File: config.mk
export PLATFORM = sky130hd
export DESIGN_NAME = rpc_clock_pll_config
export DESIGN_NICKNAME = d
export VERILOG_FILES = /design/src/rtl/rpc_pkg.sv /design/src/rtl/rpc_clock_pll_config.sv /design/src/rtl/rpc_lock_detect.sv
export VERILOG_INCLUDE_DIRS = /design/src /design/src/rtl
export SDC_FILE = /design/constraint.sdc
export NUM_CORES = 1
export LEC_CHECK = 0
export ABC_AREA = 1
export BUFFER_PORTS_ARGS = -buffer_cell sky130_fd_sc_hd__buf_2
export CORE_MARGIN = 4
export CORE_UTILIZATION = 55
export DETAILED_ROUTE_END_ITERATION = 16
export PLACE_DENSITY_LB_ADDON = 0.1
export SLEW_MARGIN = 10
export SYNTH_ARGS = -nofsm -noshare
export SYNTH_HDL_FRONTEND = slang
export SYNTH_HIERARCHICAL = 1
export SYNTH_SLANG_ARGS = --single-unit
File: constraint.sdc
create_clock -name MCLK_IN -period 3.31 [get_ports MCLK_IN]
set_input_delay 0.331 -clock MCLK_IN [delete_from_list [all_inputs] [get_ports MCLK_IN]]
set_output_delay 0.331 -clock MCLK_IN [all_outputs]
set_load 0.01 [all_outputs]
File: src/rtl/rpc_regs.svh
// register offset, field positions, reset value and lock counts
`ifndef RPC_REGS_SVH
`define RPC_REGS_SVH

// register index on the programming port
`define RPC_CFG_ADDR 8'h02
`define RPC_CFG_RESET 32'h0000_1900

// field positions
`define RPC_DIV_RST_BIT 22
`define RPC_IN_DIV_HI 21
`define RPC_IN_DIV_LO 20
`define RPC_DBL_EN_BIT 19
`define RPC_PLL_EN_BIT 18
`define RPC_DIV_EN_BIT 17
`define RPC_DBL_EDGE_BIT 16
`define RPC_FB_N_HI 15
`define RPC_FB_N_LO 8
`define RPC_CP_MAN_BIT 6
`define RPC_CP_HI 5
`define RPC_CP_LO 3
`define RPC_LOCK_EN_BIT 2
`define RPC_LDW_HI 1
`define RPC_LDW_LO 0

// feedback divider reset value
`define RPC_FB_N_RESET 8'h19

// lock window counts in reference cycles
`define RPC_LDW_CNT0 11'h080
`define RPC_LDW_CNT1 11'h100
`define RPC_LDW_CNT2 11'h200
`define RPC_LDW_CNT3 11'h400

`endif

File: src/rtl/rpc_pkg.sv
// types for the reference clock and pll configuration block
package rpc_pkg;

  typedef struct packed {
    logic       div_reset;
    logic [1:0] in_div;
    logic       dbl_en;
    logic       pll_en;
    logic       div_en;
    logic       dbl_edge;
    logic [7:0] fb_n;
    logic       cp_manual;
    logic [2:0] cp_code;
    logic       lock_en;
    logic [1:0] lock_window_count;
  } rpc_cfg_t;

  typedef enum logic [1:0] {
    RPC_LK_OFF,
    RPC_LK_COUNT,
    RPC_LK_LOCKED
  } rpc_lock_st_t;

endpackage

File: src/rtl/rpc_clock_pll_config.sv
// reference clock path configuration, divider, doubler and pll controls
`timescale 1ns/1ps
`include "rpc_regs.svh"
// Behaviour
// - writing one resets the reference input divider
// - divider codes divide by 1, 2, 4, 8
// - divider acts only when divider enable set
// - doubler runs only with both doubler bits
// - edge bit switches doubler circuit, needs enable
// - pll enable bit runs pll as system clock
// - pll multiplies reference by twice feedback N
// - N resets to 25, multiplication 50
// - manual bit picks manual or calibrated current
// - three-bit manual charge pump current code
// - lock detect enable switches lock detection, needs pll enable
// - lock reported after window count in-window ticks
// - window codes give 128, 256, 512, 1024 cycles
module rpc_clock_pll_config
  import rpc_pkg::*;
#(
  parameter int LOCK_CNT_W = 11
) (
  input wire logic MCLK_IN,
  input wire logic RESETN_IN,
  input wire logic [7:0] REG_ADDR_IN,
  input wire logic [31:0] REG_WDATA_IN,
  input wire logic REG_WR_IN,
  input wire logic REG_RD_IN,
  output logic [31:0] REG_RDATA_OUT,
  input wire logic REF_CLK_IN,
  input wire logic PHASE_IN_WINDOW_IN,
  input wire logic [2:0] CAL_CP_CODE_IN,
  output logic PFD_REF_TICK_OUT,
  output logic PLL_ENABLE_OUT,
  output logic [8:0] PLL_MULT_OUT,
  output logic CP_MANUAL_OUT,
  output logic [2:0] CP_CURRENT_OUT,
  output logic LOCK_DETECT_EN_OUT,
  output logic LOCKED_OUT
);

  rpc_cfg_t cfg_r, cfg_nxt;
  logic div_rst_r, div_rst_nxt;
  logic [31:0] rdata_r, rdata_nxt;
  logic cfg_hit;
  logic [31:0] cfg_word;

  // packing of the configuration into the register word
  always_comb begin
    cfg_word = 32'h0000_0000;
    cfg_word[`RPC_DIV_RST_BIT] = cfg_r.div_reset;
    cfg_word[`RPC_IN_DIV_HI:`RPC_IN_DIV_LO] = cfg_r.in_div;
    cfg_word[`RPC_DBL_EN_BIT] = cfg_r.dbl_en;
    cfg_word[`RPC_PLL_EN_BIT] = cfg_r.pll_en;
    cfg_word[`RPC_DIV_EN_BIT] = cfg_r.div_en;
    cfg_word[`RPC_DBL_EDGE_BIT] = cfg_r.dbl_edge;
    cfg_word[`RPC_FB_N_HI:`RPC_FB_N_LO] = cfg_r.fb_n;
    cfg_word[`RPC_CP_MAN_BIT] = cfg_r.cp_manual;
    cfg_word[`RPC_CP_HI:`RPC_CP_LO] = cfg_r.cp_code;
    cfg_word[`RPC_LOCK_EN_BIT] = cfg_r.lock_en;
    cfg_word[`RPC_LDW_HI:`RPC_LDW_LO] = cfg_r.lock_window_count;
  end

  assign cfg_hit = (REG_ADDR_IN == `RPC_CFG_ADDR);

  // register write, divider reset strobe and read data
  always_comb begin
    cfg_nxt = cfg_r;
    div_rst_nxt = 1'b0;
    rdata_nxt = rdata_r;
    if (REG_WR_IN && cfg_hit) begin
      cfg_nxt.div_reset = REG_WDATA_IN[`RPC_DIV_RST_BIT];
      cfg_nxt.in_div = REG_WDATA_IN[`RPC_IN_DIV_HI:`RPC_IN_DIV_LO];
      cfg_nxt.dbl_en = REG_WDATA_IN[`RPC_DBL_EN_BIT];
      cfg_nxt.pll_en = REG_WDATA_IN[`RPC_PLL_EN_BIT];
      cfg_nxt.div_en = REG_WDATA_IN[`RPC_DIV_EN_BIT];
      cfg_nxt.dbl_edge = REG_WDATA_IN[`RPC_DBL_EDGE_BIT];
      cfg_nxt.fb_n = REG_WDATA_IN[`RPC_FB_N_HI:`RPC_FB_N_LO];
      cfg_nxt.cp_manual = REG_WDATA_IN[`RPC_CP_MAN_BIT];
      cfg_nxt.cp_code = REG_WDATA_IN[`RPC_CP_HI:`RPC_CP_LO];
      cfg_nxt.lock_en = REG_WDATA_IN[`RPC_LOCK_EN_BIT];
      cfg_nxt.lock_window_count = REG_WDATA_IN[`RPC_LDW_HI:`RPC_LDW_LO];
      // each write of a one starts a fresh divider reset
      div_rst_nxt = REG_WDATA_IN[`RPC_DIV_RST_BIT];
    end
    if (REG_RD_IN) begin
      // unmapped addresses read as zero
      rdata_nxt = cfg_hit ? cfg_word : 32'h0000_0000;
    end
  end

  always_ff @(posedge MCLK_IN or negedge RESETN_IN) begin
    if (!RESETN_IN) begin
      // fields set one by one; a raw word cast would misplace N by bit 7
      cfg_r <= '{fb_n: `RPC_FB_N_RESET, default: '0};
      div_rst_r <= 1'b0;
      rdata_r <= 32'h0000_0000;
    end else begin
      cfg_r <= cfg_nxt;
      div_rst_r <= div_rst_nxt;
      rdata_r <= rdata_nxt;
    end
  end

  // reference edge detection; ref is sampled as a plain synchronous input
  logic ref_d_r, ref_d_nxt;
  logic ref_rise;
  logic ref_fall;
  logic dbl_on;
  logic edge_ev;

  assign ref_d_nxt = REF_CLK_IN;
  assign ref_rise = REF_CLK_IN & ~ref_d_r;
  assign ref_fall = ~REF_CLK_IN & ref_d_r;
  // doubler needs both its enable and its circuit bit
  assign dbl_on = cfg_r.dbl_en & cfg_r.dbl_edge;
  // doubling uses both reference edges, so duty cycle shapes the spacing
  assign edge_ev = ref_rise | (dbl_on & ref_fall);

  // input divider: power-of-two count of reference events
  logic [2:0] div_cnt_r, div_cnt_nxt;
  logic [2:0] div_mask;
  logic tick;
  logic tick_r, tick_nxt;

  always_comb begin
    case (cfg_r.in_div)
      2'h0: div_mask = 3'h0;
      2'h1: div_mask = 3'h1;
      2'h2: div_mask = 3'h3;
      default: div_mask = 3'h7;
    endcase
  end

  // bypassed divider passes every event through
  assign tick = edge_ev &
                (~cfg_r.div_en | ((div_cnt_r & div_mask) == div_mask));

  always_comb begin
    div_cnt_nxt = div_cnt_r;
    if (div_rst_r) begin
      div_cnt_nxt = 3'h0;
    end else if (edge_ev && cfg_r.div_en) begin
      div_cnt_nxt = div_cnt_r + 3'h1;
    end
    tick_nxt = tick & ~div_rst_r;
  end

  always_ff @(posedge MCLK_IN or negedge RESETN_IN) begin
    if (!RESETN_IN) begin
      ref_d_r <= 1'b0;
      div_cnt_r <= 3'h0;
      tick_r <= 1'b0;
    end else begin
      ref_d_r <= ref_d_nxt;
      div_cnt_r <= div_cnt_nxt;
      tick_r <= tick_nxt;
    end
  end

  // static pll controls, registered onto the outputs
  logic pll_en_nxt;
  logic [8:0] mult_nxt;
  logic [2:0] cp_nxt;

  always_comb begin
    pll_en_nxt = cfg_r.pll_en;
    // fixed divide-by-two in feedback doubles N
    mult_nxt = {cfg_r.fb_n, 1'b0};
    // auto mode follows the calibration result
    cp_nxt = cfg_r.cp_manual ? cfg_r.cp_code : CAL_CP_CODE_IN;
  end

  always_ff @(posedge MCLK_IN or negedge RESETN_IN) begin
    if (!RESETN_IN) begin
      PLL_ENABLE_OUT <= 1'b0;
      PLL_MULT_OUT <= {`RPC_FB_N_RESET, 1'b0};
      CP_MANUAL_OUT <= 1'b0;
      CP_CURRENT_OUT <= 3'h0;
      LOCK_DETECT_EN_OUT <= 1'b0;
    end else begin
      PLL_ENABLE_OUT <= pll_en_nxt;
      PLL_MULT_OUT <= mult_nxt;
      CP_MANUAL_OUT <= cfg_r.cp_manual;
      CP_CURRENT_OUT <= cp_nxt;
      LOCK_DETECT_EN_OUT <= cfg_r.lock_en;
    end
  end

  assign REG_RDATA_OUT = rdata_r;
  assign PFD_REF_TICK_OUT = tick_r;

  // lock detection needs a running pll as well as its enable
  rpc_lock_detect #(
    .CNT_W(LOCK_CNT_W)
  ) u_lock (
    .clk_in(MCLK_IN),
    .rst_n_in(RESETN_IN),
    .enable_in(cfg_r.lock_en & cfg_r.pll_en),
    .in_window_in(PHASE_IN_WINDOW_IN),
    .tick_in(tick),
    .ldw_in(cfg_r.lock_window_count),
    .locked_out(LOCKED_OUT)
  );

endmodule

File: src/rtl/rpc_lock_detect.sv
// lock detector: counts in-window reference ticks up to the window count
`timescale 1ns/1ps
`include "rpc_regs.svh"
module rpc_lock_detect
  import rpc_pkg::*;
#(
  parameter int CNT_W = 11
) (
  input wire logic clk_in,
  input wire logic rst_n_in,
  input wire logic enable_in,
  input wire logic in_window_in,
  input wire logic tick_in,
  input wire logic [1:0] ldw_in,
  output logic locked_out
);

  rpc_lock_st_t state_r, state_nxt;
  logic [CNT_W-1:0] cnt_r, cnt_nxt;
  logic [CNT_W-1:0] target;

  // window count select
  always_comb begin
    case (ldw_in)
      2'h0: target = CNT_W'(`RPC_LDW_CNT0);
      2'h1: target = CNT_W'(`RPC_LDW_CNT1);
      2'h2: target = CNT_W'(`RPC_LDW_CNT2);
      default: target = CNT_W'(`RPC_LDW_CNT3);
    endcase
  end

  // next state: leaving the window restarts from zero and drops lock
  always_comb begin
    state_nxt = state_r;
    cnt_nxt = cnt_r;
    case (state_r)
      RPC_LK_OFF: begin
        cnt_nxt = '0;
        if (enable_in) begin
          state_nxt = RPC_LK_COUNT;
        end
      end
      RPC_LK_COUNT: begin
        if (!in_window_in) begin
          cnt_nxt = '0;
        end else if (tick_in) begin
          if (cnt_r + CNT_W'(1) >= target) begin
            state_nxt = RPC_LK_LOCKED;
            cnt_nxt = '0;
          end else begin
            cnt_nxt = cnt_r + CNT_W'(1);
          end
        end
      end
      RPC_LK_LOCKED: begin
        if (!in_window_in) begin
          state_nxt = RPC_LK_COUNT;
          cnt_nxt = '0;
        end
      end
      default: begin
        state_nxt = RPC_LK_OFF;
        cnt_nxt = '0;
      end
    endcase
    // disabling detection overrides everything
    if (!enable_in) begin
      state_nxt = RPC_LK_OFF;
      cnt_nxt = '0;
    end
  end

  always_ff @(posedge clk_in or negedge rst_n_in) begin
    if (!rst_n_in) begin
      state_r <= RPC_LK_OFF;
      cnt_r <= '0;
      locked_out <= 1'b0;
    end else begin
      state_r <= state_nxt;
      cnt_r <= cnt_nxt;
      locked_out <= (state_nxt == RPC_LK_LOCKED);
    end
  end

endmodule

After elaboration in Yosys (flattened, before gate mapping)
Index checks and enable logic that the tools add are counted.

$add $sub $neg: 2. $lt $le $gt $ge: 1. Equal/unequal tests: 11. Muxes and demuxes: 19. Bitwise operators: 14. Reductions and logical operators: 7.

Operator list (count): two-way mux 11 bit (5); one-hot mux 11 bit (3 select lines) (1); two-way mux 23 bit (1); one-hot mux 11 bit (2 select lines) (1); adder 11 x 1 -> 11 bit, second input constant (1); greater-or-equal comparator 11 bit (1); two-way mux 2 bit (5); two-way mux 3 bit (3); one-hot mux 3 bit (3 select lines) (1); equality test 2 bit, second input constant (4); equality test 8 x 2 -> 1 bit, second input constant (1); bitwise AND 1 bit (7); equality test 2 x 1 -> 1 bit, second input constant (3); logical NOT 2 bit (3); one-hot mux 2 bit (3 select lines) (1); inequality test 4 bit, second input constant (1); NOT 1 bit (4); adder 3 x 1 -> 3 bit, second input constant (1); bitwise AND 3 bit (1); equality test 3 bit (1); inequality test 3 bit, second input constant (1); logical AND 1 bit (2); OR 1 bit (2); AND reduction 2 bit (1); 2 further kinds (2).

Register bits after elaboration: 88. Bits of input ports: 49. Output and inout port bits: 49.

Longest topological paths before layout
Gate-level depths: netlist of the first run.

Depth after elaboration: 11. Gate-level depth with buffers: 18.

Hierarchy
The synthesis of the first run kept the hierarchy.

Modules (own cells, without submodules): rpc_clock_pll_config (times used 1, cells each 275, area an instance 2690.1 um^2, seq. area each 1609.0 um^2); rpc_lock_detect (times used 1, cells each 140, area an instance 958.4 um^2, seq. area each 350.3 um^2).

Worst setup path after synthesis of the first run
No wires, ideal clock.

Path kind: reg-to-reg. Start point: register u_lock.cnt_r[0]. End point: register u_lock.cnt_r[9]. Library setup time: 0.116 ns. Data arrival time: 2.097 ns. Required time: 3.194 ns. Slack: 1.097 ns. Cell stages (with the launch flop): 17. Buffers on the path: 1. Cell sequence: dfrtp_1 > ha_1 > nand3_2 > nor2_4 > nand4_1 > xnor2_1 > ha_1 > nand2_1 > inv_1 > nand2_1 > nor2_1 > nand3_1 > o21bai_2 > nor2_2 > buf_6 > nand2_1 > nand2_1.

Word-level cells in the longest chain between the ends: 7.

RTL lines: from (decl) (RTL line rpc_lock_detect.sv:19) `logic [CNT_W-1:0] cnt_r, cnt_nxt;`; from (signal assigned) (RTL line rpc_lock_detect.sv:80) `cnt_r <= cnt_nxt;`; adder 11 x 1 -> 11 bit * (RTL line rpc_lock_detect.sv:47, rpc_lock_detect.sv:51); greater-or-equal comparator 11 bit (RTL line rpc_lock_detect.sv:47) `if (cnt_r + CNT_W'(1) >= target) begin`; two-way mux 11 bit * (RTL line rpc_lock_detect.sv:47); two-way mux 11 bit * (RTL line rpc_lock_detect.sv:46) `end else if (tick_in) begin`; two-way mux 11 bit * (RTL line rpc_lock_detect.sv:44) `if (!in_window_in) begin`; one-hot mux 11 bit (2 select lines) * (RTL line rpc_lock_detect.sv:36) `case (state_r)`; two-way mux 11 bit * (RTL line rpc_lock_detect.sv:67) `if (!enable_in) begin`.

Every way passes the cells marked *; elsewhere a longest branch is shown, timed or not. The select of a mux whose other input is x is not followed. A chain may end at the register's enable or synchronous reset.

Worst setup path in the final report of the first run
Start point: register u_lock.cnt_r[1]. End point: register u_lock.cnt_r[8].

The elaborated chain is that of the path after synthesis.

==> report_table.html, run 1 <==
<table>
<tr><th>Metric</th><th>Value</th></tr>
<tr><th colspan="2">Logic synthesis</th></tr>
<tr><td>Syn Area/Cell</td><td>8.79 um2</td></tr>
<tr><td>Number of storage elements in the synthesis netlist</td><td>78</td></tr>
<tr><td>Post-synthesis instance area</td><td>0.00365 mm2</td></tr>
<tr><td>Top flip-flop cell by instance count after synthesis</td><td>sky130_fd_sc_hd__dfrtp_1</td></tr>
<tr><td>Number of warnings issued by yosys</td><td>6</td></tr>
<tr><td>Syn Inst Count</td><td>415</td></tr>
<tr><td>Number of library cell types mapped by synthesis</td><td>30</td></tr>
<tr><td>Async set or reset register ratio after synthesis</td><td>100%</td></tr>
<tr><td>Number of synthesized flops with an enable pin</td><td>0</td></tr>
<tr><td>Sequential share of the synthesized area</td><td>roughly 54%</td></tr>
<tr><th colspan="2">Clock tree</th></tr>
<tr><td>Cell chosen for the clock root</td><td>sky130_fd_sc_hd__clkbuf_8</td></tr>
<tr><td>CTS tree</td><td>built</td></tr>
<tr><td>Clock latency reported for the late side of the worst-skew pair</td><td>around 350 ps</td></tr>
<tr><td>Clock buffers created by TritonCTS</td><td>9</td></tr>
<tr><td>Total number of clock tree sinks</td><td>78</td></tr>
<tr><td>Post-CTS setup buffer count</td><td>0</td></tr>
<tr><td># resized after CTS</td><td>0</td></tr>
<tr><td>Hold Buf Count CTS</td><td>0</td></tr>
<tr><td>Clock-pin slew of the registers on the worst-case setup and hold paths</td><td>80 ps</td></tr>
<tr><td>Maximum number of buffers from clock root to sink</td><td>2</td></tr>
<tr><td>Level count of the clock H-tree</td><td>3</td></tr>
<tr><th colspan="2">Final layout</th></tr>
<tr><td>Share of post-route cells with drive strength above 1</td><td>24.6%</td></tr>
<tr><td>Multi-input combinational cell area</td><td>between 0.001 and 0.0015 mm2</td></tr>
<tr><td>Final core utilization</td><td>65.4%</td></tr>
<tr><td>N_diodes</td><td>0</td></tr>
<tr><td>Number of nets in the finished design</td><td>541</td></tr>
<tr><td>Layout overhead on the synthesized area</td><td>14.5%</td></tr>
<tr><td>Area of all sequential standard cells</td><td>about 0.0020 mm2</td></tr>
<tr><td>Fillcell total</td><td>569</td></tr>
<tr><td>Summed area of non-filler cells in the final layout</td><td>0.00418 mm2</td></tr>
<tr><th colspan="2">Global route</th></tr>
<tr><td>Largest net degree at the start of global routing</td><td>79</td></tr>
<tr><td>Remaining global-route overflow</td><td>0</td></tr>
<tr><td>Wire length of the first global-routing pass</td><td>around 13 mm</td></tr>
<tr><td>Global Route Usage Sum</td><td>21.0%</td></tr>
<tr><td>Via count of the first global-routing pass</td><td>roughly 2,700</td></tr>
<tr><td>Antenna violations before repair</td><td>0</td></tr>
<tr><th colspan="2">Route</th></tr>
<tr><td>Total DRC errors in the routed layout</td><td>0</td></tr>
<tr><td>Vias after detailed routing</td><td>2,855</td></tr>
<tr><td>Vias per Instance</td><td>5.03</td></tr>
<tr><td>First-pass iteration count of the detailed router</td><td>5</td></tr>
<tr><td>Antenna-violating nets left</td><td>0</td></tr>
<tr><td>Final routed wirelength across all metal layers</td><td>7.68 mm</td></tr>
<tr><td>Routed wire length per instance</td><td>13.5 um</td></tr>
<tr><td>Initial drt markers</td><td>between 100 and 150</td></tr>
<tr><th colspan="2">Timing</th></tr>
<tr><td>Unrepaired setup endpoints after global routing</td><td>no</td></tr>
<tr><td>Slew at the pin closest to its max-slew limit</td><td>967 ps</td></tr>
<tr><td>Final number of max-transition violations</td><td>0</td></tr>
<tr><td>Highest Clock Rate</td><td>365 MHz</td></tr>
<tr><td>Final cycle utilization of the critical path</td><td>82.7%</td></tr>
<tr><td>Rel. slew slack</td><td>35.5%</td></tr>
<tr><td>Hold Violations, Final</td><td>0</td></tr>
<tr><td>Post-layout minimum cycle time</td><td>2740 ps</td></tr>
<tr><td>Final clock skew</td><td>11.7 ps</td></tr>
<tr><td>Total Neg Setup Slack</td><td>0 ps</td></tr>
<tr><td>Total of endpoints with negative setup slack in the final report</td><td>0</td></tr>
<tr><th colspan="2">Place</th></tr>
<tr><td>Placer congestion estimate</td><td>0.827</td></tr>
<tr><td>Number of input and output port buffers inserted</td><td>76</td></tr>
<tr><td>Placed standard-cell area</td><td>just under 0.004 mm2</td></tr>
<tr><td>Post-DP HPWL</td><td>5.13 mm</td></tr>
<tr><th colspan="2">Min path</th></tr>
<tr><td>Class of the worst hold path</td><td>in -&gt; async</td></tr>
<tr><th colspan="2">Critical path</th></tr>
<tr><td>Crit end category</td><td>flop</td></tr>
<tr><td>Capturing point of the worst reg2reg path</td><td>u_lock/cnt_r[8]</td></tr>
<tr><td>Critical path peak fanout</td><td>11</td></tr>
<tr><td>Worst-case reg-to-reg path depth</td><td>15</td></tr>
<tr><td>Kind of start point of the critical path</td><td>flop</td></tr>
<tr><td>Endpoint arrival time on the critical path</td><td>3010 ps</td></tr>
<tr><td>Reg2Reg Launch Point</td><td>u_lock/cnt_r[1]</td></tr>
<tr><td>Crit path kind</td><td>reg -&gt; reg</td></tr>
<tr><td>Worst reg-to-reg setup slack</td><td>570 ps</td></tr>
<tr><td>CP required</td><td>3590 ps</td></tr>
<tr><th colspan="2">Die</th></tr>
<tr><td>Std-Cell Core Area</td><td>between 0.006 and 0.007 mm2</td></tr>
<tr><td>Number of primary I/O pins</td><td>98</td></tr>
<tr><td>Core Rows</td><td>29</td></tr>
<tr><td>Initial Utilization</td><td>57.1%</td></tr>
<tr><td>Area enclosed by the die boundary</td><td>0.00800 mm2</td></tr>
<tr><td>Die width</td><td>89.4 um</td></tr>
<tr><td>Die boundary height</td><td>89.4 um</td></tr>
<tr><th colspan="2">Power</th></tr>
<tr><td>Register share of total power</td><td>roughly 52%</td></tr>
<tr><td>Maximum VDD drop</td><td>296 uV</td></tr>
<tr><td>Int Power</td><td>1.45 mW</td></tr>
<tr><td>Logic pwr share</td><td>6.6%</td></tr>
<tr><td>Power density normalized to cell area</td><td>457 mW/mm2</td></tr>
<tr><td>Switching Power</td><td>0.457 mW</td></tr>
<tr><td>Part of the power in the clock network</td><td>41.0%</td></tr>
<tr><td>Tot Pwr</td><td>between 1.5 and 2 mW</td></tr>
<tr><td>Switching Share</td><td>about a quarter</td></tr>
<tr><td>Leakage power</td><td>2.29 nW</td></tr>
<tr><th colspan="2">Job</th></tr>
<tr><td>Max-cap violations</td><td>0</td></tr>
<tr><th colspan="2">Run status</th></tr>
<tr><td>Run status</td><td>finished clean</td></tr>
</table>
worst max-delay path by stage:
stage	from	end	slack (ps)	cells after the start
floorplan	u_lock/cnt_r[0]	u_lock/cnt_r[9]	1100	16
global placement	u_lock/cnt_r[1]	u_lock/cnt_r[10]	690	15
detailed placement	u_lock/cnt_r[0]	u_lock/cnt_r[3]	590	15
CTS	u_lock/cnt_r[1]	u_lock/cnt_r[3]	560	15
global route	u_lock/cnt_r[1]	u_lock/cnt_r[9]	330	15
finish	u_lock/cnt_r[1]	u_lock/cnt_r[8]	570	15
flip-flops by register name, summed over array words and instances (netlist names):
signal	cells
u_lock/locked_out	1
PLL_MULT_OUT	8
PFD_REF_TICK_OUT	1
div_cnt_r	3
pll_en_nxt	1
cfg_r	21
REG_RDATA_OUT	22
u_lock/state_r	2
u_lock/cnt_r	11
CP_CURRENT_OUT	3
div_rst_r	1
ref_d_r	1
CP_MANUAL_OUT	1
PLL_ENABLE_OUT	1
LOCK_DETECT_EN_OUT	1
power by group through the flow:
stage	Sequential, mW	Combinational (mW)	Clock (mW)
4_1_cts	1.00	0.129	0.801
2_1_floorplan	1.02	0.0716	0
6_report	1.00	0.126	0.783
3_3_place_gp	1.02	0.124	0
3_5_place_dp	1.02	0.128	0
5_1_grt	1.00	0.146	0.854
layer usage:
layer | vias to the layer above | track usage [%] | share of wire [%]
met3 | 8 | 4.88 | 6.7
li1 | 1422 | - | -
met5 | - | 0 | 0
met4 | 0 | 6.09 | 0.94
met2 | 78 | 33.8 | 48
met1 | 1347 | 28.6 | 44
cells in the mapped netlist, types with 3 or more instances:
cell type / instances / share of area, %
sky130_fd_sc_hd__o22ai_1: 18 / 3.1
sky130_fd_sc_hd__ha_1: 6 / 2.1
sky130_fd_sc_hd__inv_1: 54 / 5.6
sky130_fd_sc_hd__mux2_2: 3 / 0.93
sky130_fd_sc_hd__o22ai_2: 4 / 1.4
sky130_fd_sc_hd__nand2_1: 144 / 15
sky130_fd_sc_hd__buf_2: 6 / 0.82
sky130_fd_sc_hd__nand3_1: 34 / 4.7
sky130_fd_sc_hd__buf_6: 7 / 2.2
sky130_fd_sc_hd__nand3_2: 3 / 0.82
sky130_fd_sc_hd__nor2_1: 14 / 1.4
sky130_fd_sc_hd__buf_4: 14 / 2.9
sky130_fd_sc_hd__dfrtp_1: 72 / 49
sky130_fd_sc_hd__nor2_2: 3 / 0.51
sky130_fd_sc_hd__nand4_1: 7 / 1.2
sky130_fd_sc_hd__dfstp_2: 6 / 4.3
critical path, cell delays in order (launching register included):
cell and delay, ps:
sky130_fd_sc_hd__dfrtp_1 410, sky130_fd_sc_hd__ha_1 280, sky130_fd_sc_hd__nand3_2 140, sky130_fd_sc_hd__nor2_4 130
sky130_fd_sc_hd__nand2_1 70, sky130_fd_sc_hd__xor2_1 130, sky130_fd_sc_hd__inv_1 80, sky130_fd_sc_hd__ha_1 320
sky130_fd_sc_hd__inv_1 60, sky130_fd_sc_hd__nor2_1 30, sky130_fd_sc_hd__o21ai_0 140, sky130_fd_sc_hd__nand2_1 80
sky130_fd_sc_hd__o21bai_2 220, sky130_fd_sc_hd__nor2_2 390, sky130_fd_sc_hd__nand2_1 90, sky130_fd_sc_hd__nand2_1 90
placed cells by master, fill, tap and decap left out, types with 3 or more instances in the layout:
cell type                  count
sky130_fd_sc_hd__inv_1        54
sky130_fd_sc_hd__nor2_1       14
sky130_fd_sc_hd__nor2_2        3
sky130_fd_sc_hd__nand4_1       7
sky130_fd_sc_hd__dfstp_2       6
sky130_fd_sc_hd__mux2_2        3
sky130_fd_sc_hd__nand3_2       3
sky130_fd_sc_hd__clkbuf_8      9
sky130_fd_sc_hd__ha_1          6
sky130_fd_sc_hd__nand3_1      34
sky130_fd_sc_hd__dfrtp_1      72
sky130_fd_sc_hd__o22ai_1      18
sky130_fd_sc_hd__nand2_1     144
sky130_fd_sc_hd__conb_1       11
sky130_fd_sc_hd__o22ai_2       4
sky130_fd_sc_hd__buf_2        75
cells by family (layout without fill, tap and decap cells):
kind of cell | after synthesis | count (layout) | synth area share, %
mux | 3 | 3 | 0.926
compound gates | 29 | 29 | 5.76
flops | 78 | 78 | 53.7
simple gates | 212 | 212 | 25.0
fa+ha+maj | 6 | 6 | 2.06
xor+xnor | 4 | 4 | 0.960
buf+inv | 82 | 148 | 11.5
other cells | 1 | 11 | 0.103
layout make-up:
cell class / instances / area share (%)
well taps: 77 / 2.31
flip-flops and latches: 78 / 46.9
inverters: 55 / 4.94
clock buffers: 9 / 2.96
clock inverters: 7 / 2.31
repair buffers: 77 / 9.34
multi-input cells: 265 / 31.3
through the flow:
step | setup slack [ps] | instances | hold WS [ps]
floorplan | 1100 | 425 | 35.4
finish | 573 | 568 | 118
CTS | 564 | 568 | 105
detailed placement | 592 | 552 | 365
global route | 331 | 568 | 110
global placement | 694 | 552 | 364
(Power assumes the default switching activity.)
==> run 2: changes to the inputs <==
--- a/config.mk
+++ b/config.mk
@@ -9,7 +9,7 @@
 export ABC_AREA = 1
 export BUFFER_PORTS_ARGS = -buffer_cell sky130_fd_sc_hd__buf_2
 export CORE_MARGIN = 4
-export CORE_UTILIZATION = 55
+export CORE_UTILIZATION = 52
 export DETAILED_ROUTE_END_ITERATION = 16
 export PLACE_DENSITY_LB_ADDON = 0.1
 export SLEW_MARGIN = 10
==> constraint.sdc (replaced) <==
create_clock -name MCLK_IN -period 2.6 [get_ports MCLK_IN]
set_input_delay 0.26 -clock MCLK_IN [delete_from_list [all_inputs] [get_ports MCLK_IN]]
set_output_delay 0.26 -clock MCLK_IN [all_outputs]
set_load 0.01 [all_outputs]
==> run 2 against run 1 <==
Compared with the run above: clock skew increased by 0.97 ps; sequential share of layout area fell by 0.36 points; sequential power up 27%; first-iteration DRC count fell by 11%; combinational power rose by 28%; core utilization decreased by 3.4 points; worst hold slack got worse by 64 ps; cell count rose by 4.2%; wire length decreased by 2.0%; cell area increased by 0.84%.
==> report_table.html, run 2 (synthesized netlist as in run 1, its figures left out) <==
<table>
<tr><th>Metric</th><th>Value</th></tr>
<tr><th colspan="2">Run status</th></tr>
<tr><td>Run status</td><td>finished clean (unchanged)</td></tr>
<tr><th colspan="2">Final layout</th></tr>
<tr><td>Leading cell type in the layout, fill and taps excluded</td><td>sky130_fd_sc_hd__nand2_1 (unchanged)</td></tr>
<tr><td>Final core utilization</td><td>62.0% (was 65.4%)</td></tr>
<tr><td>Number of nets in the finished design</td><td>546 (was 541)</td></tr>
<tr><td>Area of all sequential standard cells</td><td>0.00196 mm2 (about the same)</td></tr>
<tr><td>Multi-input combinational cell area</td><td>0.00131 mm2 (about the same)</td></tr>
<tr><td>Top library cells by usage in the layout, fill and taps aside</td><td>144 x sky130_fd_sc_hd__nand2_1, 75 x sky130_fd_sc_hd__buf_2, 71 x sky130_fd_sc_hd__dfrtp_1 (was 144 x sky130_fd_sc_hd__nand2_1, 75 x sky130_fd_sc_hd__buf_2, 72 x sky130_fd_sc_hd__dfrtp_1)</td></tr>
<tr><td>Share of post-route cells with drive strength above 1</td><td>25.4% (was 24.6%)</td></tr>
<tr><td>Max reg flops</td><td>22 (unchanged)</td></tr>
<tr><td>Layout overhead on the synthesized area</td><td>15.5% (was 14.5%)</td></tr>
<tr><td>N_diodes</td><td>0 (unchanged)</td></tr>
<tr><td>Fillcell total</td><td>609 (was 569)</td></tr>
<tr><th colspan="2">Critical path</th></tr>
<tr><td>Worst setup path endpoint</td><td>u_lock/cnt_r[0] (was u_lock/cnt_r[8])</td></tr>
<tr><td>Ordered list of cells on the worst path</td><td>ha_2 -&gt; nand3_2 -&gt; nor2_4 -&gt; nand4_1 -&gt; xnor2_1 -&gt; ha_1 -&gt; nand2_1 -&gt; inv_1 -&gt; nand2_1 -&gt; nor2_1 -&gt; nand3_1 -&gt; o21bai_2 -&gt; nor2_2 -&gt; buf_4 -&gt; nand2_1 -&gt; nand2_1 (was ha_1 -&gt; nand3_2 -&gt; nor2_4 -&gt; nand2_1 -&gt; xor2_1 -&gt; inv_1 -&gt; ha_1 -&gt; inv_1 -&gt; nor2_1 -&gt; o21ai_0 -&gt; nand2_1 -&gt; o21bai_2 -&gt; nor2_2 -&gt; nand2_1 -&gt; nand2_1)</td></tr>
<tr><td>Reg2Reg Launch Point</td><td>u_lock/cnt_r[1] (unchanged)</td></tr>
<tr><td>Crit path kind</td><td>reg -&gt; reg (unchanged)</td></tr>
<tr><td>Capturing point of the worst reg2reg path</td><td>u_lock/cnt_r[0] (was u_lock/cnt_r[8])</td></tr>
<tr><td>Cell occurring most often along the worst timing path</td><td>sky130_fd_sc_hd__nand2_1 (unchanged)</td></tr>
<tr><td>Cell count along the critical path</td><td>16 (was 15)</td></tr>
<tr><td>Critical path peak fanout</td><td>7 (was 11)</td></tr>
<tr><td>CP required</td><td>2830 ps (was 3590 ps)</td></tr>
<tr><td>Endpoint arrival time on the critical path</td><td>2600 ps (was 3010 ps)</td></tr>
<tr><td>Delay of the slowest cell on the worst path</td><td>410 ps (about the same)</td></tr>
<tr><td>Critical Path Start</td><td>u_lock/cnt_r[1] (unchanged)</td></tr>
<tr><td>Worst reg-to-reg setup slack</td><td>230 ps (was 570 ps)</td></tr>
<tr><td>Crit end category</td><td>flop (unchanged)</td></tr>
<tr><td>Kind of start point of the critical path</td><td>flop (unchanged)</td></tr>
<tr><td>Kind of cell with the highest combined delay on the critical path</td><td>simple AND/OR/NAND/NOR gates (unchanged)</td></tr>
<tr><td>Worst-case reg-to-reg path depth</td><td>16 (was 15)</td></tr>
<tr><td>Buf+Inv Stages, Crit Path</td><td>2 (unchanged)</td></tr>
<tr><td>Cell at the slowest stage of the critical path</td><td>sky130_fd_sc_hd__dfrtp_1 (unchanged)</td></tr>
<tr><th colspan="2">Route</th></tr>
<tr><td>Initial drt markers</td><td>122 (was 137)</td></tr>
<tr><td>Routed wire length per instance</td><td>12.7 um (was 13.5 um)</td></tr>
<tr><td>Total DRC errors in the routed layout</td><td>0 (unchanged)</td></tr>
<tr><td>Vias after detailed routing</td><td>2,828 (was 2,855)</td></tr>
<tr><td>Wire length on met1</td><td>3.54 mm (was 3.38 mm)</td></tr>
<tr><td>DR WL met3</td><td>499 um (was 515 um)</td></tr>
<tr><td>Met2 routed wirelength</td><td>3.41 mm (was 3.71 mm)</td></tr>
<tr><td>First-pass iteration count of the detailed router</td><td>4 (was 5)</td></tr>
<tr><td>Final routed wirelength across all metal layers</td><td>7.53 mm (was 7.68 mm)</td></tr>
<tr><td>Antenna-violating nets left</td><td>0 (unchanged)</td></tr>
<tr><td>Top layer reached by signal wires</td><td>met4 (unchanged)</td></tr>
<tr><td>Vias per Instance</td><td>4.78 (was 5.03)</td></tr>
<tr><th colspan="2">Timing</th></tr>
<tr><td>Rel. slew slack</td><td>37.0% (was 35.5%)</td></tr>
<tr><td>Final cycle utilization of the critical path</td><td>91.1% (was 82.7%)</td></tr>
<tr><td>Hold Violations, Final</td><td>0 (unchanged)</td></tr>
<tr><td>Total of endpoints with negative setup slack in the final report</td><td>0 (unchanged)</td></tr>
<tr><td>Final clock skew</td><td>12.7 ps (was 11.7 ps)</td></tr>
<tr><td>Highest Clock Rate</td><td>422 MHz (was 365 MHz)</td></tr>
<tr><td>Slew at the pin closest to its max-slew limit</td><td>946 ps (was 967 ps)</td></tr>
<tr><td>Post-layout minimum cycle time</td><td>2370 ps (was 2740 ps)</td></tr>
<tr><td>Final number of max-transition violations</td><td>0 (unchanged)</td></tr>
<tr><td>Unrepaired setup endpoints after global routing</td><td>no (unchanged)</td></tr>
<tr><td>Total Neg Setup Slack</td><td>0 ps (unchanged)</td></tr>
<tr><th colspan="2">Place</th></tr>
<tr><td>Number of input and output port buffers inserted</td><td>76 (unchanged)</td></tr>
<tr><td>Placer congestion estimate</td><td>0.774 (was 0.827)</td></tr>
<tr><td>Post-DP HPWL</td><td>5.19 mm (was 5.13 mm)</td></tr>
<tr><th colspan="2">Clock tree</th></tr>
<tr><td>Hold Buf Count CTS</td><td>0 (unchanged)</td></tr>
<tr><td>Total number of clock tree sinks</td><td>78 (unchanged)</td></tr>
<tr><td>Clock buffers created by TritonCTS</td><td>9 (unchanged)</td></tr>
<tr><td>Clock-pin slew of the registers on the worst-case setup and hold paths</td><td>80 ps (about the same)</td></tr>
<tr><td>CTS tree</td><td>built (unchanged)</td></tr>
<tr><td>Cell chosen for the clock root</td><td>sky130_fd_sc_hd__clkbuf_8 (unchanged)</td></tr>
<tr><td>Maximum number of buffers from clock root to sink</td><td>2 (unchanged)</td></tr>
<tr><td>Level count of the clock H-tree</td><td>3 (unchanged)</td></tr>
<tr><td>Clock latency reported for the late side of the worst-skew pair</td><td>340 ps (was 350 ps)</td></tr>
<tr><th colspan="2">Die</th></tr>
<tr><td>Die boundary height</td><td>91.8 um (was 89.4 um)</td></tr>
<tr><td>Area enclosed by the die boundary</td><td>0.00842 mm2 (was 0.00800 mm2)</td></tr>
<tr><td>Number of primary I/O pins</td><td>98 (unchanged)</td></tr>
<tr><td>Die width</td><td>91.8 um (was 89.4 um)</td></tr>
<tr><td>Std-Cell Core Area</td><td>0.00679 mm2 (was 0.00639 mm2)</td></tr>
<tr><td>Core Rows</td><td>30 (was 29)</td></tr>
<tr><td>Initial Utilization</td><td>53.7% (was 57.1%)</td></tr>
<tr><th colspan="2">Global route</th></tr>
<tr><td>Global Route Usage Sum</td><td>19.1% (was 21.0%)</td></tr>
<tr><td>Largest net degree at the start of global routing</td><td>79 (unchanged)</td></tr>
<tr><td>Via count of the first global-routing pass</td><td>2,740 (was 2,716)</td></tr>
<tr><td>Wire length of the first global-routing pass</td><td>13.0 mm (was 12.7 mm)</td></tr>
<tr><td>Remaining global-route overflow</td><td>0 (unchanged)</td></tr>
<tr><td>Antenna violations before repair</td><td>0 (unchanged)</td></tr>
<tr><th colspan="2">Job</th></tr>
<tr><td>Max-cap violations</td><td>0 (unchanged)</td></tr>
<tr><th colspan="2">Power</th></tr>
<tr><td>Part of the power in the clock network</td><td>38.4% (was 41.0%)</td></tr>
<tr><td>Maximum VDD drop</td><td>320 uV (was 296 uV)</td></tr>
<tr><td>Power density normalized to cell area</td><td>553 mW/mm2 (was 457 mW/mm2)</td></tr>
<tr><td>Register share of total power</td><td>54.7% (was 52.4%)</td></tr>
<tr><td>Switching Share</td><td>24.6% (was 23.9%)</td></tr>
<tr><td>Int Power</td><td>1.76 mW (was 1.45 mW)</td></tr>
<tr><td>Logic pwr share</td><td>6.9% (was 6.6%)</td></tr>
<tr><td>Leakage power</td><td>2.29 nW (about the same)</td></tr>
<tr><td>Switching Power</td><td>0.574 mW (was 0.457 mW)</td></tr>
<tr><th colspan="2">Min path</th></tr>
<tr><td>Class of the worst hold path</td><td>in -&gt; reg (was in -&gt; async)</td></tr>
</table>
==> run 2: cell type report <==
type | count | area share (%)
well taps | 96 | 2.85
inverters | 55 | 4.90
multi-input cells | 265 | 31.1
clock buffers | 11 | 3.12
repair buffers | 82 | 10.2
flip-flops and latches | 78 | 46.5
clock inverters | 5 | 1.40
==> run 2: worst min-delay path by stage <==
stage          depth (start not counted)        from                end  slack [ps]
2_1_floorplan                          0   RESETN_IN  CP_CURRENT_OUT[0]         -40
3_3_place_gp                           0   cfg_r[10]    PLL_MULT_OUT[4]         370
3_5_place_dp                           0   cfg_r[10]    PLL_MULT_OUT[4]         370
4_1_cts                                1  REF_CLK_IN            ref_d_r          40
5_1_grt                                1  REF_CLK_IN            ref_d_r          40
6_report                               1  REF_CLK_IN            ref_d_r          50
==> run 2: through the flow <==
step | hold WS (ps) | setup slack [ps] | power (mW) | cell area [um2] | cells
after global placement | 368 | 227 | 1.46 | 4010 | 575
after global routing | 40.0 | 2.97 | 2.43 | 4210 | 592
final | 54.0 | 231 | 2.33 | 4210 | 592
after CTS | 41.1 | 153 | 2.35 | 4200 | 591
after floorplan | -35.6 | 387 | 1.39 | 3690 | 425
after detailed placement | 366 | 171 | 1.46 | 4010 | 575
==> run 2: per-layer routing <==
metal  vias up  track usage (%)
met5         -                0
met4         0             5.94
met3        10             5.50
met2        62             30.1
met1      1325             25.6
li1       1431                -
==> run 2: what timing repair did <==
item | 4_1_cts | 5_1_grt
gates resized for setup | 0 | 3
buffers inserted | 0 | 1
endpoints found under the setup margin | 0 | 11
==> run 2: power by group through the flow <==
stage	sequential, mW	combinational (mW)	clock [mW]
CTS	1.27	0.162	0.913
detailed placement	1.30	0.162	0
global placement	1.30	0.159	0
finish	1.27	0.161	0.895
floorplan	1.30	0.0911	0
global route	1.28	0.187	0.965
==> run 3: changes to the inputs <==
--- a/config.mk
+++ b/config.mk
@@ -9,11 +9,10 @@
 export ABC_AREA = 1
 export BUFFER_PORTS_ARGS = -buffer_cell sky130_fd_sc_hd__buf_2
 export CORE_MARGIN = 4
-export CORE_UTILIZATION = 52
+export CORE_UTILIZATION = 53
 export DETAILED_ROUTE_END_ITERATION = 16
 export PLACE_DENSITY_LB_ADDON = 0.1
 export SLEW_MARGIN = 10
 export SYNTH_ARGS = -nofsm -noshare
 export SYNTH_HDL_FRONTEND = slang
-export SYNTH_HIERARCHICAL = 1
 export SYNTH_SLANG_ARGS = --single-unit
==> run 3 against run 2 <==
Compared with the run above: synthesized cell count grew 0.72%; via count grew 2.2%; core utilization grew 2.0 points; combinational power shrank 3%; maximum frequency grew 2.6%; die area shrank 1.1%; non-clock buffer count grew 1; setup slack gained 59 ps; wire length shrank 2.6%; critical endpoint is now u_lock.cnt_r[4]; largest power group unchanged.
==> report_table.html, run 3 <==
<table>
<tr><th>Metric</th><th>Value</th></tr>
<tr><th colspan="2">Run status</th></tr>
<tr><td>Run status</td><td>finished clean (unchanged)</td></tr>
<tr><th colspan="2">Timing</th></tr>
<tr><td>Final cycle utilization of the critical path</td><td>88.9% (was 91.1%)</td></tr>
<tr><td>Post-route worst setup slack</td><td>290 ps (was 231 ps)</td></tr>
<tr><td>Final number of max-transition violations</td><td>0 (unchanged)</td></tr>
<tr><td>Total Neg Setup Slack</td><td>0 ps (unchanged)</td></tr>
<tr><td>Highest Clock Rate</td><td>433 MHz (was 422 MHz)</td></tr>
<tr><td>Final clock skew</td><td>9.56 ps (was 12.7 ps)</td></tr>
<tr><td>Hold Violations, Final</td><td>0 (unchanged)</td></tr>
<tr><td>Unrepaired setup endpoints after global routing</td><td>no (unchanged)</td></tr>
<tr><td>Slew at the pin closest to its max-slew limit</td><td>967 ps (was 946 ps)</td></tr>
<tr><td>Post-layout minimum cycle time</td><td>2310 ps (was 2370 ps)</td></tr>
<tr><td>Rel. slew slack</td><td>35.5% (was 37.0%)</td></tr>
<tr><td>Total of endpoints with negative setup slack in the final report</td><td>0 (unchanged)</td></tr>
<tr><th colspan="2">Critical path</th></tr>
<tr><td>CP required</td><td>2880 ps (was 2830 ps)</td></tr>
<tr><td>Critical path peak fanout</td><td>5 (was 7)</td></tr>
<tr><td>Crit end category</td><td>flop (unchanged)</td></tr>
<tr><td>Crit path kind</td><td>reg -&gt; reg (unchanged)</td></tr>
<tr><td>Worst reg-to-reg setup slack</td><td>290 ps (was 230 ps)</td></tr>
<tr><td>Capturing point of the worst reg2reg path</td><td>u_lock.cnt_r[4] (was u_lock/cnt_r[0])</td></tr>
<tr><td>Reg2Reg Launch Point</td><td>u_lock.cnt_r[0] (was u_lock/cnt_r[1])</td></tr>
<tr><td>Worst setup path endpoint</td><td>u_lock.cnt_r[4] (was u_lock/cnt_r[0])</td></tr>
<tr><td>Kind of start point of the critical path</td><td>flop (unchanged)</td></tr>
<tr><td>Critical Path Start</td><td>u_lock.cnt_r[0] (was u_lock/cnt_r[1])</td></tr>
<tr><td>Worst-case reg-to-reg path depth</td><td>14 (was 16)</td></tr>
<tr><td>Endpoint arrival time on the critical path</td><td>2590 ps (was 2600 ps)</td></tr>
<tr><th colspan="2">Final layout</th></tr>
<tr><td>Leading cell type in the layout, fill and taps excluded</td><td>sky130_fd_sc_hd__nand2_1 (unchanged)</td></tr>
<tr><td>Max reg flops</td><td>22 (unchanged)</td></tr>
<tr><td>Number of nets in the finished design</td><td>553 (was 546)</td></tr>
<tr><td>N_diodes</td><td>0 (unchanged)</td></tr>
<tr><td>Multi-input combinational cell area</td><td>0.00132 mm2 (was 0.00131 mm2)</td></tr>
<tr><td>Fillcell total</td><td>609 (unchanged)</td></tr>
<tr><td>Layout overhead on the synthesized area</td><td>17.7% (was 15.5%)</td></tr>
<tr><td>Area of all sequential standard cells</td><td>0.00196 mm2 (about the same)</td></tr>
<tr><td>Share of post-route cells with drive strength above 1</td><td>28.0% (was 25.4%)</td></tr>
<tr><td>Top library cells by usage in the layout, fill and taps aside</td><td>97 x sky130_fd_sc_hd__nand2_1, 75 x sky130_fd_sc_hd__buf_2, 72 x sky130_fd_sc_hd__dfrtp_1 (was 144 x sky130_fd_sc_hd__nand2_1, 75 x sky130_fd_sc_hd__buf_2, 71 x sky130_fd_sc_hd__dfrtp_1)</td></tr>
<tr><th colspan="2">Route</th></tr>
<tr><td>First-pass iteration count of the detailed router</td><td>4 (unchanged)</td></tr>
<tr><td>Final routed wirelength across all metal layers</td><td>7.34 mm (was 7.53 mm)</td></tr>
<tr><td>Routed wire length per instance</td><td>12.6 um (was 12.7 um)</td></tr>
<tr><td>Met2 routed wirelength</td><td>3.71 mm (was 3.41 mm)</td></tr>
<tr><td>Vias after detailed routing</td><td>2,889 (was 2,828)</td></tr>
<tr><td>DR WL met3</td><td>377 um (was 499 um)</td></tr>
<tr><td>Antenna-violating nets left</td><td>0 (unchanged)</td></tr>
<tr><td>Total DRC errors in the routed layout</td><td>0 (unchanged)</td></tr>
<tr><td>Initial drt markers</td><td>78 (was 122)</td></tr>
<tr><td>Vias per Instance</td><td>4.96 (was 4.78)</td></tr>
<tr><td>Top layer reached by signal wires</td><td>met4 (unchanged)</td></tr>
<tr><td>Wire length on met1</td><td>3.15 mm (was 3.54 mm)</td></tr>
<tr><th colspan="2">Logic synthesis</th></tr>
<tr><td>Number of synthesized flops with an enable pin</td><td>0 (unchanged)</td></tr>
<tr><td>Async set or reset register ratio after synthesis</td><td>100% (unchanged)</td></tr>
<tr><td>Leading cell type by number of instances after synthesis</td><td>sky130_fd_sc_hd__nand2_1 (unchanged)</td></tr>
<tr><td>Number of library cell types mapped by synthesis</td><td>35 (was 30)</td></tr>
<tr><td>Syn Inst Count</td><td>418 (was 415)</td></tr>
<tr><td>Syn Area/Cell</td><td>8.79 um2 (about the same)</td></tr>
<tr><td>Leading cell types by count after synthesis</td><td>97 x sky130_fd_sc_hd__nand2_1, 72 x sky130_fd_sc_hd__dfrtp_1, 70 x sky130_fd_sc_hd__inv_1 (was 144 x sky130_fd_sc_hd__nand2_1, 72 x sky130_fd_sc_hd__dfrtp_1, 54 x sky130_fd_sc_hd__inv_1)</td></tr>
<tr><td>Number of warnings issued by yosys</td><td>0 (was 6)</td></tr>
<tr><td>Biggest area consumer among synthesized cells</td><td>sky130_fd_sc_hd__dfrtp_1 (unchanged)</td></tr>
<tr><td>Top flip-flop cell by instance count after synthesis</td><td>sky130_fd_sc_hd__dfrtp_1 (unchanged)</td></tr>
<tr><td>Post-synthesis instance area</td><td>0.00367 mm2 (was 0.00365 mm2)</td></tr>
<tr><td>Synth top area cells</td><td>sky130_fd_sc_hd__dfrtp_1 49%, sky130_fd_sc_hd__nand2_1 9.9%, sky130_fd_sc_hd__inv_1 7.2% (was sky130_fd_sc_hd__dfrtp_1 49%, sky130_fd_sc_hd__nand2_1 15%, sky130_fd_sc_hd__inv_1 5.6%)</td></tr>
<tr><td>Number of storage elements in the synthesis netlist</td><td>78 (unchanged)</td></tr>
<tr><td>Sequential share of the synthesized area</td><td>53.3% (was 53.7%)</td></tr>
<tr><td>Top-area cell type share of the netlist area</td><td>49.0% (was 49.4%)</td></tr>
<tr><th colspan="2">Place</th></tr>
<tr><td>Placer congestion estimate</td><td>0.829 (was 0.774)</td></tr>
<tr><td>Post-DP HPWL</td><td>5.29 mm (was 5.19 mm)</td></tr>
<tr><td>Minimum setup slack after placement</td><td>286 ps (was 171 ps)</td></tr>
<tr><td>Number of input and output port buffers inserted</td><td>76 (unchanged)</td></tr>
<tr><th colspan="2">Clock tree</th></tr>
<tr><td>Maximum number of buffers from clock root to sink</td><td>2 (unchanged)</td></tr>
<tr><td>Clock buffers created by TritonCTS</td><td>9 (unchanged)</td></tr>
<tr><td>Level count of the clock H-tree</td><td>3 (unchanged)</td></tr>
<tr><td># resized after CTS</td><td>0 (unchanged)</td></tr>
<tr><td>Hold Buf Count CTS</td><td>0 (unchanged)</td></tr>
<tr><td>Clock-pin slew of the registers on the worst-case setup and hold paths</td><td>90 ps (was 80 ps)</td></tr>
<tr><td>Cell chosen for the clock root</td><td>sky130_fd_sc_hd__clkbuf_8 (unchanged)</td></tr>
<tr><td>Post-CTS setup buffer count</td><td>0 (unchanged)</td></tr>
<tr><td>CTS tree</td><td>built (unchanged)</td></tr>
<tr><td>Total number of clock tree sinks</td><td>78 (unchanged)</td></tr>
<tr><td>Clock latency reported for the late side of the worst-skew pair</td><td>350 ps (was 340 ps)</td></tr>
<tr><th colspan="2">Global route</th></tr>
<tr><td>Global Route Usage Sum</td><td>19.1% (about the same)</td></tr>
<tr><td>Remaining global-route overflow</td><td>0 (unchanged)</td></tr>
<tr><td>Via count of the first global-routing pass</td><td>2,863 (was 2,740)</td></tr>
<tr><td>Wire length of the first global-routing pass</td><td>12.9 mm (was 13.0 mm)</td></tr>
<tr><td>Largest net degree at the start of global routing</td><td>79 (unchanged)</td></tr>
<tr><td>Antenna violations before repair</td><td>0 (unchanged)</td></tr>
<tr><th colspan="2">Power</th></tr>
<tr><td>Maximum VDD drop</td><td>434 uV (was 320 uV)</td></tr>
<tr><td>Power density normalized to cell area</td><td>570 mW/mm2 (was 553 mW/mm2)</td></tr>
<tr><td>Leakage power</td><td>2.25 nW (was 2.29 nW)</td></tr>
<tr><th colspan="2">Die</th></tr>
<tr><td>Die width</td><td>91.3 um (was 91.8 um)</td></tr>
<tr><td>Std-Cell Core Area</td><td>0.00676 mm2 (was 0.00679 mm2)</td></tr>
<tr><td>Core Rows</td><td>30 (unchanged)</td></tr>
<tr><td>Area enclosed by the die boundary</td><td>0.00833 mm2 (was 0.00842 mm2)</td></tr>
<tr><td>Number of primary I/O pins</td><td>98 (unchanged)</td></tr>
<tr><td>Initial Utilization</td><td>54.4% (was 53.7%)</td></tr>
<tr><td>Die boundary height</td><td>91.3 um (was 91.8 um)</td></tr>
<tr><th colspan="2">Min path</th></tr>
<tr><td>Class of the worst hold path</td><td>in -&gt; async (was in -&gt; reg)</td></tr>
<tr><th colspan="2">Job</th></tr>
<tr><td>Max-cap violations</td><td>0 (unchanged)</td></tr>
</table>
-- run 3: changes by cell type after synthesis, sizes merged, moves of 2 or more --
cell and change:
nor4 +2, o21ai +29, inv +17, nor2 +6, buf -10, nand2 -35
clkinv +3, nand3 -12, clkbuf +7
-- run 3: logic make-up (layout without fill, tap and decap cells) --
| logic type | Yosys count | in the layout | share of synthesized area, % |
|---|---|---|---|
| AO/OA/AOI/OAI | 57 | 57 | 9.33 |
| XOR/XNOR | 2 | 2 | 0.477 |
| adder cells (fa/ha/maj) | 6 | 6 | 2.04 |
| buffers and inverters | 99 | 174 | 11.8 |
| flip-flops | 78 | 78 | 53.3 |
| multiplexers | 3 | 3 | 0.919 |
| other | 1 | 11 | 0.102 |
| AND/OR/NAND/NOR | 172 | 172 | 22.0 |
-- run 3: power by group --
part | leakage [nW] | total, mW | internal, mW | switching (mW)
sequential | 1.05 | 1.27 | 1.25 | 0.0246
clock | 0.117 | 1.04 | 0.556 | 0.479
combinational | 1.08 | 0.156 | 0.0598 | 0.0958
total | 2.25 | 2.47 | 1.87 | 0.600
-- run 3: metal layers --
metal	vias up	global-route usage (%)
met1	1365	23.6
met4	0	5.90
met3	8	4.81
met2	63	33.0
met5	-	0
li1	1453	-
-- run 3: worst min-delay path by stage --
stage | startpoint | endpoint | slack, ps | cells after the start
CTS | REF_CLK_IN | ref_d_r | 20 | 1
global placement | cfg_r[7] | PLL_MULT_OUT[1] | 360 | 0
floorplan | RESETN_IN | CP_CURRENT_OUT[0] | -40 | 0
global route | REF_CLK_IN | ref_d_r | 30 | 1
finish | RESETN_IN | REG_RDATA_OUT[9] | 10 | 1
detailed placement | cfg_r[7] | PLL_MULT_OUT[1] | 360 | 0
-- run 3: worst max-delay path: stages, from the launching register on --
cell and delay [ps]:
sky130_fd_sc_hd__dfrtp_1 360, sky130_fd_sc_hd__ha_1 220, sky130_fd_sc_hd__nand3_4 100, sky130_fd_sc_hd__nor3_2 190
sky130_fd_sc_hd__xnor2_1 150, sky130_fd_sc_hd__clkinv_1 110, sky130_fd_sc_hd__ha_1 310, sky130_fd_sc_hd__inv_1 60
sky130_fd_sc_hd__nor2_1 30, sky130_fd_sc_hd__o21ai_0 200, sky130_fd_sc_hd__nand4_1 160, sky130_fd_sc_hd__clkinv_1 80
sky130_fd_sc_hd__buf_4 130, sky130_fd_sc_hd__nand3_1 80, sky130_fd_sc_hd__o21ai_1 70
-- run 3: layout make-up --
class / instances / share of cell area [%]
Inverter: 75 / 6.62
Timing Repair Buffer: 83 / 10.1
Multi-Input combinational cell: 251 / 30.5
Sequential cell: 78 / 45.3
Clock inverter: 7 / 2.37
Clock buffer: 9 / 2.86
Tap cell: 80 / 2.31
-- run 3: per-stage QoR --
stage                     hold slack, ps  utilization (%)  instance area (um2)  total power, mW  std cells
after detailed placement             363             60.7                 4100             1.46        567
after floorplan                    -35.6                -                 3710             1.39        428
after global placement               363             60.7                 4100             1.45        567
after CTS                           20.7             64.0                 4330             2.49        583
final                               13.5             64.0                 4330             2.47        583
after global routing                27.9             64.0                 4330             2.58        583
